$ cat src/sbt_pkg.sv
// package for the sixteen-bit interval timer: offsets, fields, resets, types
package sbt_pkg;
    // register byte offsets (8-bit data port)
    localparam logic [7:0] OFS_PERIOD_LOW = 8'h10;
    localparam logic [7:0] OFS_PERIOD_HIGH = 8'h11;
    localparam logic [7:0] OFS_CAPTURE_LOW = 8'h12;
    localparam logic [7:0] OFS_CAPTURE_HIGH = 8'h13;
    localparam logic [7:0] OFS_CONTROL = 8'h14;
    localparam logic [7:0] OFS_DIVSEL = 8'h15;
    localparam logic [7:0] OFS_IRQ_STATUS = 8'h16;
    localparam logic [7:0] OFS_IRQ_MASK = 8'h17;
    // control field positions
    localparam int CTL_MODE_LSB = 0;
    localparam int CTL_CLK_LSB = 2;
    localparam int CTL_RUN_LSB = 4;
    localparam int CTL_ACAP_BIT = 6;
    // reset values
    localparam logic [15:0] PERIOD_RESET = 16'hffff;
    localparam logic [15:0] CAPTURE_RESET = 16'hffff;
    localparam logic [7:0] CONTROL_RESET = 8'h00;
    // field codes
    localparam logic [1:0] RUN_STOP = 2'b00;
    localparam logic [1:0] RUN_START = 2'b01;
    localparam logic [1:0] MODE_TIMER = 2'b00;
    localparam logic [1:0] CLK_RESERVED = 2'b11;
    // divider exponents for source clock codes 00, 01, 10
    localparam int DIV_EXP_SLOW = 11;
    localparam int DIV_EXP_MID = 7;
    localparam int DIV_EXP_FAST = 3;
    localparam int PRESCALE_WIDTH = 13;
    // register port bundle
    typedef struct packed {
        logic [7:0] addr;
        logic [7:0] wdata;
        logic wr;
        logic rd;
    } sbt_bus_t;
endpackage

$ cat src/sbt_prescaler.sv
// prescaler giving a one-cycle source clock enable pulse
`timescale 1ns/10ps
`default_nettype none
module sbt_prescaler #(
    parameter int WIDTH = sbt_pkg::PRESCALE_WIDTH
) (
    // clock and reset
    input wire logic clk,
    input wire logic sys_rst,
    // selection
    input wire logic run,
    input wire logic [1:0] clk_sel,
    input wire logic div_base,
    // output enable pulse
    output logic tick
);
    logic [WIDTH-1:0] count; // divider, cleared while stopped
    logic [WIDTH-1:0] next_count;
    logic [WIDTH-1:0] div_mask; // all-ones below the selected tap
    wire logic [3:0] exp_base;
    wire logic [3:0] exp_sel;

    // pick exponent, doubled division when base select is set
    assign exp_base = (clk_sel == 2'b00) ? 4'(sbt_pkg::DIV_EXP_SLOW) :
                      (clk_sel == 2'b01) ? 4'(sbt_pkg::DIV_EXP_MID) :
                      4'(sbt_pkg::DIV_EXP_FAST);
    assign exp_sel = exp_base + {3'b000, div_base};
    assign div_mask = WIDTH'((1 << exp_sel) - 1);
    assign next_count = run ? count + WIDTH'(1) : '0;

    // divider counts only while running so the first period is whole
    always_ff @(posedge clk) begin
        if (sys_rst) begin
            count <= '0;
            tick <= 1'b0;
        end else begin
            count <= next_count;
            tick <= run && (clk_sel != sbt_pkg::CLK_RESERVED) &&
                    ((count & div_mask) == div_mask);
        end
    end

    // a tick is always separated by at least the fastest division
    a_tick_spacing: assert property (@(posedge clk) disable iff (sys_rst)
        tick |=> !tick [*7]) else $error("source tick too close");
endmodule
`default_nettype wire

$ cat src/sbt_timer.sv
// sixteen-bit interval timer with period compare, auto-capture and irq
//
// Summary of operation
// - counter, period, capture sixteen bits, byte split
// - run 00 stops and clears, 01 starts when mode is 00
// - source clock main divided 2^11/2^7/2^3, doubled
// - match raises irq, clears counter, resumes
// - new period commits at next source tick
// - low byte write alone never commits
// - capture copies counter each tick when enabled
// - capture value unsettled after stop/disable
`timescale 1ns/10ps
`default_nettype none
module sbt_timer #(
    parameter int CNT_WIDTH = 16
) (
    // clock and reset
    input wire logic clk,
    input wire logic sys_rst,
    // register port
    input wire logic [7:0] reg_addr,
    input wire logic [7:0] reg_wdata,
    input wire logic reg_wr,
    input wire logic reg_rd,
    output logic [7:0] reg_rdata,
    // interrupts
    output logic period_match_irq,
    output logic irq
);
    sbt_pkg::sbt_bus_t bus; // bundled register access
    logic [CNT_WIDTH-1:0] up_count; // running counter
    logic [CNT_WIDTH-1:0] period_compare; // active compare value
    logic [CNT_WIDTH-1:0] period_shadow; // written bytes, not yet active
    logic pending_commit; // high byte written, waiting for a tick
    logic [CNT_WIDTH-1:0] count_capture; // captured counter
    logic [7:0] timer_control; // control byte
    logic divider_base_select; // doubles every division
    logic irq_status; // sticky match flag
    logic irq_mask; // match enable
    wire logic tick;
    wire logic [1:0] run_control;
    wire logic [1:0] source_clock_select;
    wire logic [1:0] operating_mode_select;
    wire logic auto_capture_enable;
    wire logic running;
    wire logic match;
    wire logic wr_low;
    wire logic wr_high;
    wire logic wr_ctl;
    wire logic rd_status;
    wire logic [7:0] next_rdata;
    wire logic [CNT_WIDTH-1:0] next_count;

    assign bus = '{addr: reg_addr, wdata: reg_wdata, wr: reg_wr, rd: reg_rd};

    // control field decode
    assign operating_mode_select = timer_control[sbt_pkg::CTL_MODE_LSB +: 2];
    assign source_clock_select = timer_control[sbt_pkg::CTL_CLK_LSB +: 2];
    assign run_control = timer_control[sbt_pkg::CTL_RUN_LSB +: 2];
    assign auto_capture_enable = timer_control[sbt_pkg::CTL_ACAP_BIT];
    assign running = (run_control == sbt_pkg::RUN_START) &&
                     (operating_mode_select == sbt_pkg::MODE_TIMER);

    // register strobes
    assign wr_low = bus.wr && (bus.addr == sbt_pkg::OFS_PERIOD_LOW);
    assign wr_high = bus.wr && (bus.addr == sbt_pkg::OFS_PERIOD_HIGH);
    assign wr_ctl = bus.wr && (bus.addr == sbt_pkg::OFS_CONTROL);
    assign rd_status = bus.rd && (bus.addr == sbt_pkg::OFS_IRQ_STATUS);

    // compare against the active period, not the shadow
    assign match = running && tick && (up_count == period_compare);
    assign next_count = match ? '0 : up_count + CNT_WIDTH'(1);

    // read data select, unmapped reads as zero
    assign next_rdata =
        (bus.addr == sbt_pkg::OFS_PERIOD_LOW) ? period_compare[7:0] :
        (bus.addr == sbt_pkg::OFS_PERIOD_HIGH) ? period_compare[15:8] :
        (bus.addr == sbt_pkg::OFS_CAPTURE_LOW) ? count_capture[7:0] :
        (bus.addr == sbt_pkg::OFS_CAPTURE_HIGH) ? count_capture[15:8] :
        (bus.addr == sbt_pkg::OFS_CONTROL) ? timer_control :
        (bus.addr == sbt_pkg::OFS_DIVSEL) ? {7'h00, divider_base_select} :
        (bus.addr == sbt_pkg::OFS_IRQ_STATUS) ? {7'h00, irq_status} :
        (bus.addr == sbt_pkg::OFS_IRQ_MASK) ? {7'h00, irq_mask} : 8'h00;

    // source clock enable generation
    sbt_prescaler #(
        .WIDTH(sbt_pkg::PRESCALE_WIDTH)
    ) u_prescaler (
        .clk(clk),
        .sys_rst(sys_rst),
        .run(running),
        .clk_sel(source_clock_select),
        .div_base(divider_base_select),
        .tick(tick)
    );

    // control and configuration registers; bit seven kept as written
    always_ff @(posedge clk) begin
        if (sys_rst) begin
            timer_control <= sbt_pkg::CONTROL_RESET;
            divider_base_select <= 1'b0;
            irq_mask <= 1'b0;
        end else if (bus.wr) begin
            if (wr_ctl) begin
                timer_control <= bus.wdata;
            end
            if (bus.addr == sbt_pkg::OFS_DIVSEL) begin
                divider_base_select <= bus.wdata[0];
            end
            if (bus.addr == sbt_pkg::OFS_IRQ_MASK) begin
                irq_mask <= bus.wdata[0];
            end
        end
    end

    // period shadow: low byte waits, high byte arms the commit
    always_ff @(posedge clk) begin
        if (sys_rst) begin
            period_shadow <= sbt_pkg::PERIOD_RESET;
            pending_commit <= 1'b0;
        end else begin
            if (wr_low) begin
                period_shadow[7:0] <= bus.wdata;
            end
            if (wr_high) begin
                period_shadow[15:8] <= bus.wdata;
                pending_commit <= 1'b1;
            end else if (tick) begin
                pending_commit <= 1'b0;
            end
        end
    end

    // active period loads only on the first tick after a high write
    always_ff @(posedge clk) begin
        if (sys_rst) begin
            period_compare <= sbt_pkg::PERIOD_RESET;
        end else if (tick && pending_commit) begin
            period_compare <= period_shadow;
        end
    end

    // up-counter: cleared when stopped, advances once per tick
    always_ff @(posedge clk) begin
        if (sys_rst) begin
            up_count <= '0;
        end else if (!running) begin
            up_count <= '0;
        end else if (tick) begin
            up_count <= next_count;
        end
    end

    // capture follows the counter on each tick; stale once disabled
    always_ff @(posedge clk) begin
        if (sys_rst) begin
            count_capture <= sbt_pkg::CAPTURE_RESET;
        end else if (tick && auto_capture_enable) begin
            count_capture <= up_count;
        end
    end

    // match pulse and sticky status; a new match beats the read clear
    always_ff @(posedge clk) begin
        if (sys_rst) begin
            period_match_irq <= 1'b0;
            irq_status <= 1'b0;
            irq <= 1'b0;
        end else begin
            period_match_irq <= match;
            irq_status <= match || (irq_status && !rd_status);
            irq <= irq_mask && (match || (irq_status && !rd_status));
        end
    end

    // read data one cycle after the read strobe
    always_ff @(posedge clk) begin
        if (sys_rst) begin
            reg_rdata <= 8'h00;
        end else begin
            reg_rdata <= bus.rd ? next_rdata : 8'h00;
        end
    end

    // match clears the counter on that tick
    a_match_clears: assert property (@(posedge clk) disable iff (sys_rst)
        match |=> (up_count == '0)) else $error("counter not cleared");

    // stop clears the counter next cycle
    a_stop_clears: assert property (@(posedge clk) disable iff (sys_rst)
        !running |=> (up_count == '0)) else $error("stopped count nonzero");

    // irq pulse follows a match by one cycle and lasts one cycle
    a_irq_pulse: assert property (@(posedge clk) disable iff (sys_rst)
        match |=> period_match_irq ##1 !period_match_irq)
        else $error("match pulse wrong");

    // while running, the counter moves only on a tick
    a_count_tick: assert property (@(posedge clk) disable iff (sys_rst)
        (!tick && running && $stable(running)) |=> $stable(up_count))
        else $error("count moved without tick");

    // low write alone leaves the active period unchanged
    a_low_only: assert property (@(posedge clk) disable iff (sys_rst)
        (wr_low && !pending_commit && !tick) |=> $stable(period_compare))
        else $error("low byte committed");

    // a tick with a pending commit loads the shadow
    a_commit_tick: assert property (@(posedge clk) disable iff (sys_rst)
        (tick && pending_commit && !wr_low && !wr_high) |=>
        (period_compare == $past(period_shadow)))
        else $error("period not committed");

    // capture copies the counter on an enabled tick
    a_capture_copy: assert property (@(posedge clk) disable iff (sys_rst)
        (tick && auto_capture_enable) |=> (count_capture == $past(up_count)))
        else $error("capture missed");

    // disabled capture holds
    a_capture_hold: assert property (@(posedge clk) disable iff (sys_rst)
        !auto_capture_enable |=> $stable(count_capture))
        else $error("capture changed while off");

    // a tick without a match steps the counter by exactly one
    a_count_step: assert property (@(posedge clk) disable iff (sys_rst)
        (running && tick && !match) |=> (up_count == $past(up_count) + CNT_WIDTH'(1)))
        else $error("count step wrong");

    // ticks come only from a prescaler that was running
    a_tick_running: assert property (@(posedge clk) disable iff (sys_rst)
        tick |-> $past(running)) else $error("tick while stopped");

    // the reserved clock code never produces a tick
    a_reserved_clock: assert property (@(posedge clk) disable iff (sys_rst)
        (source_clock_select == sbt_pkg::CLK_RESERVED) |=> !tick)
        else $error("tick from reserved clock");

    // a high byte write arms the commit
    a_high_arms: assert property (@(posedge clk) disable iff (sys_rst)
        wr_high |=> pending_commit) else $error("commit not armed");

    // a tick without a fresh high write disarms the commit
    a_commit_drops: assert property (@(posedge clk) disable iff (sys_rst)
        (tick && !wr_high) |=> !pending_commit) else $error("commit left armed");

    // the active period moves only on a tick
    a_period_hold: assert property (@(posedge clk) disable iff (sys_rst)
        !tick |=> $stable(period_compare)) else $error("period moved off tick");

    // capture moves only on a tick
    a_capture_tick: assert property (@(posedge clk) disable iff (sys_rst)
        !tick |=> $stable(count_capture)) else $error("capture moved off tick");

    // capture bytes ignore writes
    a_capture_ro: assert property (@(posedge clk) disable iff (sys_rst)
        (bus.wr && !tick && ((bus.addr == sbt_pkg::OFS_CAPTURE_LOW) ||
        (bus.addr == sbt_pkg::OFS_CAPTURE_HIGH))) |=> $stable(count_capture))
        else $error("capture written");

    // read data falls to zero after a cycle without a read
    a_rdata_idle: assert property (@(posedge clk) disable iff (sys_rst)
        !bus.rd |=> (reg_rdata == 8'h00)) else $error("read data not idle");

    // period high byte reads back the active value
    a_rdata_period: assert property (@(posedge clk) disable iff (sys_rst)
        (bus.rd && (bus.addr == sbt_pkg::OFS_PERIOD_HIGH)) |=>
        (reg_rdata == $past(period_compare[15:8]))) else $error("period read wrong");

    // capture low byte reads back the captured count
    a_rdata_capture: assert property (@(posedge clk) disable iff (sys_rst)
        (bus.rd && (bus.addr == sbt_pkg::OFS_CAPTURE_LOW)) |=>
        (reg_rdata == $past(count_capture[7:0]))) else $error("capture read wrong");

    // a match sets the sticky status
    a_status_set: assert property (@(posedge clk) disable iff (sys_rst)
        match |=> irq_status) else $error("status not set");

    // status stays until it is read
    a_status_sticky: assert property (@(posedge clk) disable iff (sys_rst)
        (irq_status && !rd_status) |=> irq_status) else $error("status lost");

    // a status read clears it unless a match lands with it
    a_status_clear: assert property (@(posedge clk) disable iff (sys_rst)
        (rd_status && !match) |=> !irq_status) else $error("status not cleared");

    // the level interrupt is status behind the mask
    a_irq_level: assert property (@(posedge clk) disable iff (sys_rst)
        1'b1 |=> (irq == ($past(irq_mask) && irq_status))) else $error("irq level wrong");

    // a control write lands as written
    a_ctl_write: assert property (@(posedge clk) disable iff (sys_rst)
        wr_ctl |=> (timer_control == $past(bus.wdata))) else $error("control not written");
endmodule
`default_nettype wire

$ cat config.mk
export PLATFORM = sky130hd
export DESIGN_NAME = sbt_timer
export DESIGN_NICKNAME = d
export VERILOG_FILES = /design/src/sbt_pkg.sv /design/src/sbt_prescaler.sv /design/src/sbt_timer.sv
export SDC_FILE = /design/constraint.sdc
export NUM_CORES = 1
export LEC_CHECK = 0
export ABC_AREA = 1
export BUFFER_PORTS_ARGS = -buffer_cell sky130_fd_sc_hd__buf_2
export CAP_MARGIN = 20
export CORE_MARGIN = 5
export CORE_UTILIZATION = 65
export DETAILED_ROUTE_END_ITERATION = 10
export GPL_ROUTABILITY_DRIVEN = 0
export PLACE_DENSITY = 0.88
export RECOVER_POWER = 100
export SLEW_MARGIN = 20
export SYNTH_ARGS = -nofsm -noshare
export SYNTH_HDL_FRONTEND = slang
export SYNTH_SLANG_ARGS = --single-unit
$ cat constraint.sdc
create_clock -name clk -period 6.3 [get_ports clk]
set_input_delay 0.315 -clock clk [delete_from_list [all_inputs] [get_ports clk]]
set_output_delay 0.315 -clock clk [all_outputs]
set_load 0.02 [all_outputs]
==> run_results.csv <==
group,metric,value,unit
setup_path,cp.required,6.60,ns
status,outcome,"finished, violations left",
routing,routed_via_density,5.89,
place,dp_worst_setup_slack,4.08,ns
cells_and_area,syn_to_final_growth,6.82,%
global_routing,globalRouteTotalUtil,30.1,%
place,portBuffers,29,
cells_and_area,finish.net_count,731,
clock_tree,post_cts_buffers,0,
sta,hold_slack,0.207,ns
setup_path,critPathArrivalTime,3.60,ns
place,place_inst,794,
global_routing,use_met1,39.5,%
sta,final.min_clock_period,3.30,ns
die,die-width,96.3,um
global_routing,busiest_layer,"met2",
setup_path,crit_type,"in2reg",
power,switching_share,23.3,%
sta,skew,0.0117,ns
yosys,synth.cell_area,4840,um2
die,die_y,96.3,um
yosys,yosysTopAreaCell,"dfxtp_1",
sta,max_freq,0.303,GHz
yosys,syn_nets,712,
place,dp.final_hpwl,9250,um
yosys,synth.avg_cell_area,7.05,um2
clock_tree,cts_tree,"yes",
die,initial_core_util,66.8,%
cells_and_area,drive_gt1_share,10.4,%
die,fp.coreArea,7250,um2
sta,hold_viol_final,0,
clock_tree,cts.clk_slew.worst_paths,0.09,ns
routing,dr_total_vias,4774,
routing,detail-route-antenna-nets,0,
yosys,yosysSeqAreaShare,41.3,%
routing,wl_per_cell,15.9,um
die,std_cell_rows,31,
power,pwr-share-clk,39.4,%
global_routing,grt_remaining_overflow,0,
sta,rsz0062_at_grt,"no",
sta,setup_viol_count_final,0,
global_routing,grt_max_degree,58,
yosys,synthTopCellsByArea,"dfxtp_1 (41%), nand2_1 (14%), inv_1 (5.9%), o211ai_1 (5.9%), a21oi_1 (4.8%)",
place,placed_area,5010,um2
global_routing,grt.met2_usage,45.7,%
clock_tree,cts-root-buf,"clkbuf_8",
global_routing,grtUsageMet3,7.74,%
sta,slew_viol_final,58,
clock_tree,hold_buffers,0,
power,p_seq_share,57.9,%
clock_tree,cts_buffers,9,
die,ioPinCount,30,
clock_tree,cts_resized,0,
routing,drtIter0Drc,558,
sta,setup_ws,3.00,ns
min_path,hp-class,"in2reg",
setup_path,startpoint_type,"input port",
setup_path,cp-end-kind,"flop",
power,peakVddDrop,0.117,mV
global_routing,grt_pass1_wl,21500,um
clock_tree,h-tree-depth,3,
clock_tree,ctsLongestPathBuffers,2,
global_routing,antenna_found_initial,0,
sta,finalSetupTns,0,ns
yosys,yosys_warnings,0,
sta,max-slew-margin-rel,-64.9,%
power,internal_power,0.000838,W
clock_tree,clock_sinks,100,
cells_and_area,fill_cells,617,
cells_and_area,antenna_cells,0,
job,cap_violations,1,
die,die_area,9280,um2
yosys,ys_ff_latch,100,
yosys,yosysTopAreaCellShare,41.3,%
cells_and_area,final_cell_count_no_fill,810,
status,violations,"capacitance limit, slew limit",
power,p_leak,2.20,nW
routing,routed_wl,12900,um
sta,tightest_slew,2.47,ns
global_routing,grt_pass1_vias,4410,
cells_and_area,final_area,5170,um2
yosys,synth.distinct_cells,33,
power,share_comb_of_total_power,2.8,%
setup_path,worstPathMaxFanout,57,
power,power.switching,0.000254,W
sta,period_share,52.3,%
routing,post-route-drc-count,0,
routing,first_pass_iters,6,
yosys,netlist_instances,687,
power,pwr_density_cell,211,nW/um2
clock_tree,clkLatencyLatePin,0.38,ns
## cell type report
class                           count  area, um2  area share, %
Clock inverter                      6       70.1           1.35
Inverter                           84        315           6.09
Sequential cell                   100       2000           38.7
Clock buffer                       10        138           2.66
Timing Repair Buffer               30        135           2.61
Multi-Input combinational cell    481       2390           46.2
Tap cell                           99        124           2.39
## cell usage after synthesis, drive strengths merged
cell type	instances
o211ai	38
nand4	17
nand3b	1
clkbuf	13
or2	2
ha	5
xor2	7
nor4	1
inv	84
xnor2	1
nor2	77
nor3	11
nand2	193
dfxtp	100
and3	1
o21ai	36
o21bai	1
buf	9
a21oi	46
nand3	44
## cell usage in the layout, fill, tap and decap left out, types with 2 or more instances in the layout
cell / instances
nand2_2: 5
clkbuf_1: 12
inv_2: 6
inv_1: 78
nand2_1: 188
nor2_2: 17
dfxtp_1: 100
o211ai_1: 38
o21ai_0: 36
nand3_1: 42
nor2_4: 2
nand4_2: 2
buf_2: 18
ha_1: 5
nor3_2: 3
nand4_1: 15
nor3_1: 7
nor2_1: 58
xor2_1: 7
a21oi_1: 46
or2_2: 2
clkbuf_8: 10
clkinvlp_4: 2
## metrics by stage
stage / total power [W] / utilization [%]
after floorplan: 0.000664 / -
after global placement: 0.000676 / 69.1
after detailed placement: 0.000677 / 69.1
after CTS: 0.00109 / 71.9
after global routing: 0.00112 / 71.3
final: 0.00109 / 71.3
## worst max-delay path, stage by stage
cell and delay, ns:
clkbuf_1 0.27, inv_1 0.12, clkbuf_1 1.76, nand2_1 0.44
inv_1 0.36, o21ai_0 0.15, a21oi_1 0.15
## registers in the layout (all words and copies together), names as in the netlist
register	flops
count_capture	16
period_compare	16
period_shadow	16
up_count	16
u_prescaler.count	13
reg_rdata	8
timer_control	8
divider_base_select	1
irq	1
irq_mask	1
irq_status	1
pending_commit	1
period_match_irq	1
u_prescaler.tick	1
## final timing paths
check / start / endpoint / slack, ns / depth (start not counted)
max reg2reg: divider_base_select$_SDFFE_PP0P_ / u_prescaler.tick$_SDFF_PP0_ / 3.99 / 16
min: reg_wdata[3] / period_shadow[11]$_SDFFE_PP1P_ / 0.21 / 3
max: sys_rst / reg_rdata[6]$_SDFF_PP0_ / 3.00 / 7
min reg2reg: u_prescaler.count[0]$_SDFF_PP0_ / u_prescaler.count[0]$_SDFF_PP0_ / 0.46 / 1
## logic make-up after synthesis
group | share of synthesized area, %
flip-flops | 41.3
adder cells (fa/ha/maj) | 1.29
AND/OR/NAND/NOR | 32.6
buffers and inverters | 8.78
AO/OA/AOI/OAI | 14.5
XOR/XNOR | 1.45
## metal layers
metal / wire length [um] / part of all wire (%)
met3: 1330 / 10
met5: 0 / 0
met4: 491 / 3.8
met2: 5700 / 44
met1: 5390 / 42
## power by group through the flow
stage / sequential [W] / clock, W / combinational (W)
floorplan: 0.000647 / 0 / 0.0000168
global placement: 0.000647 / 0 / 0.0000284
detailed placement: 0.000647 / 0 / 0.0000295
CTS: 0.000632 / 0.000431 / 0.0000298
global route: 0.000633 / 0.000459 / 0.0000331
finish: 0.000632 / 0.000430 / 0.0000301
(Power assumes the default switching activity.)
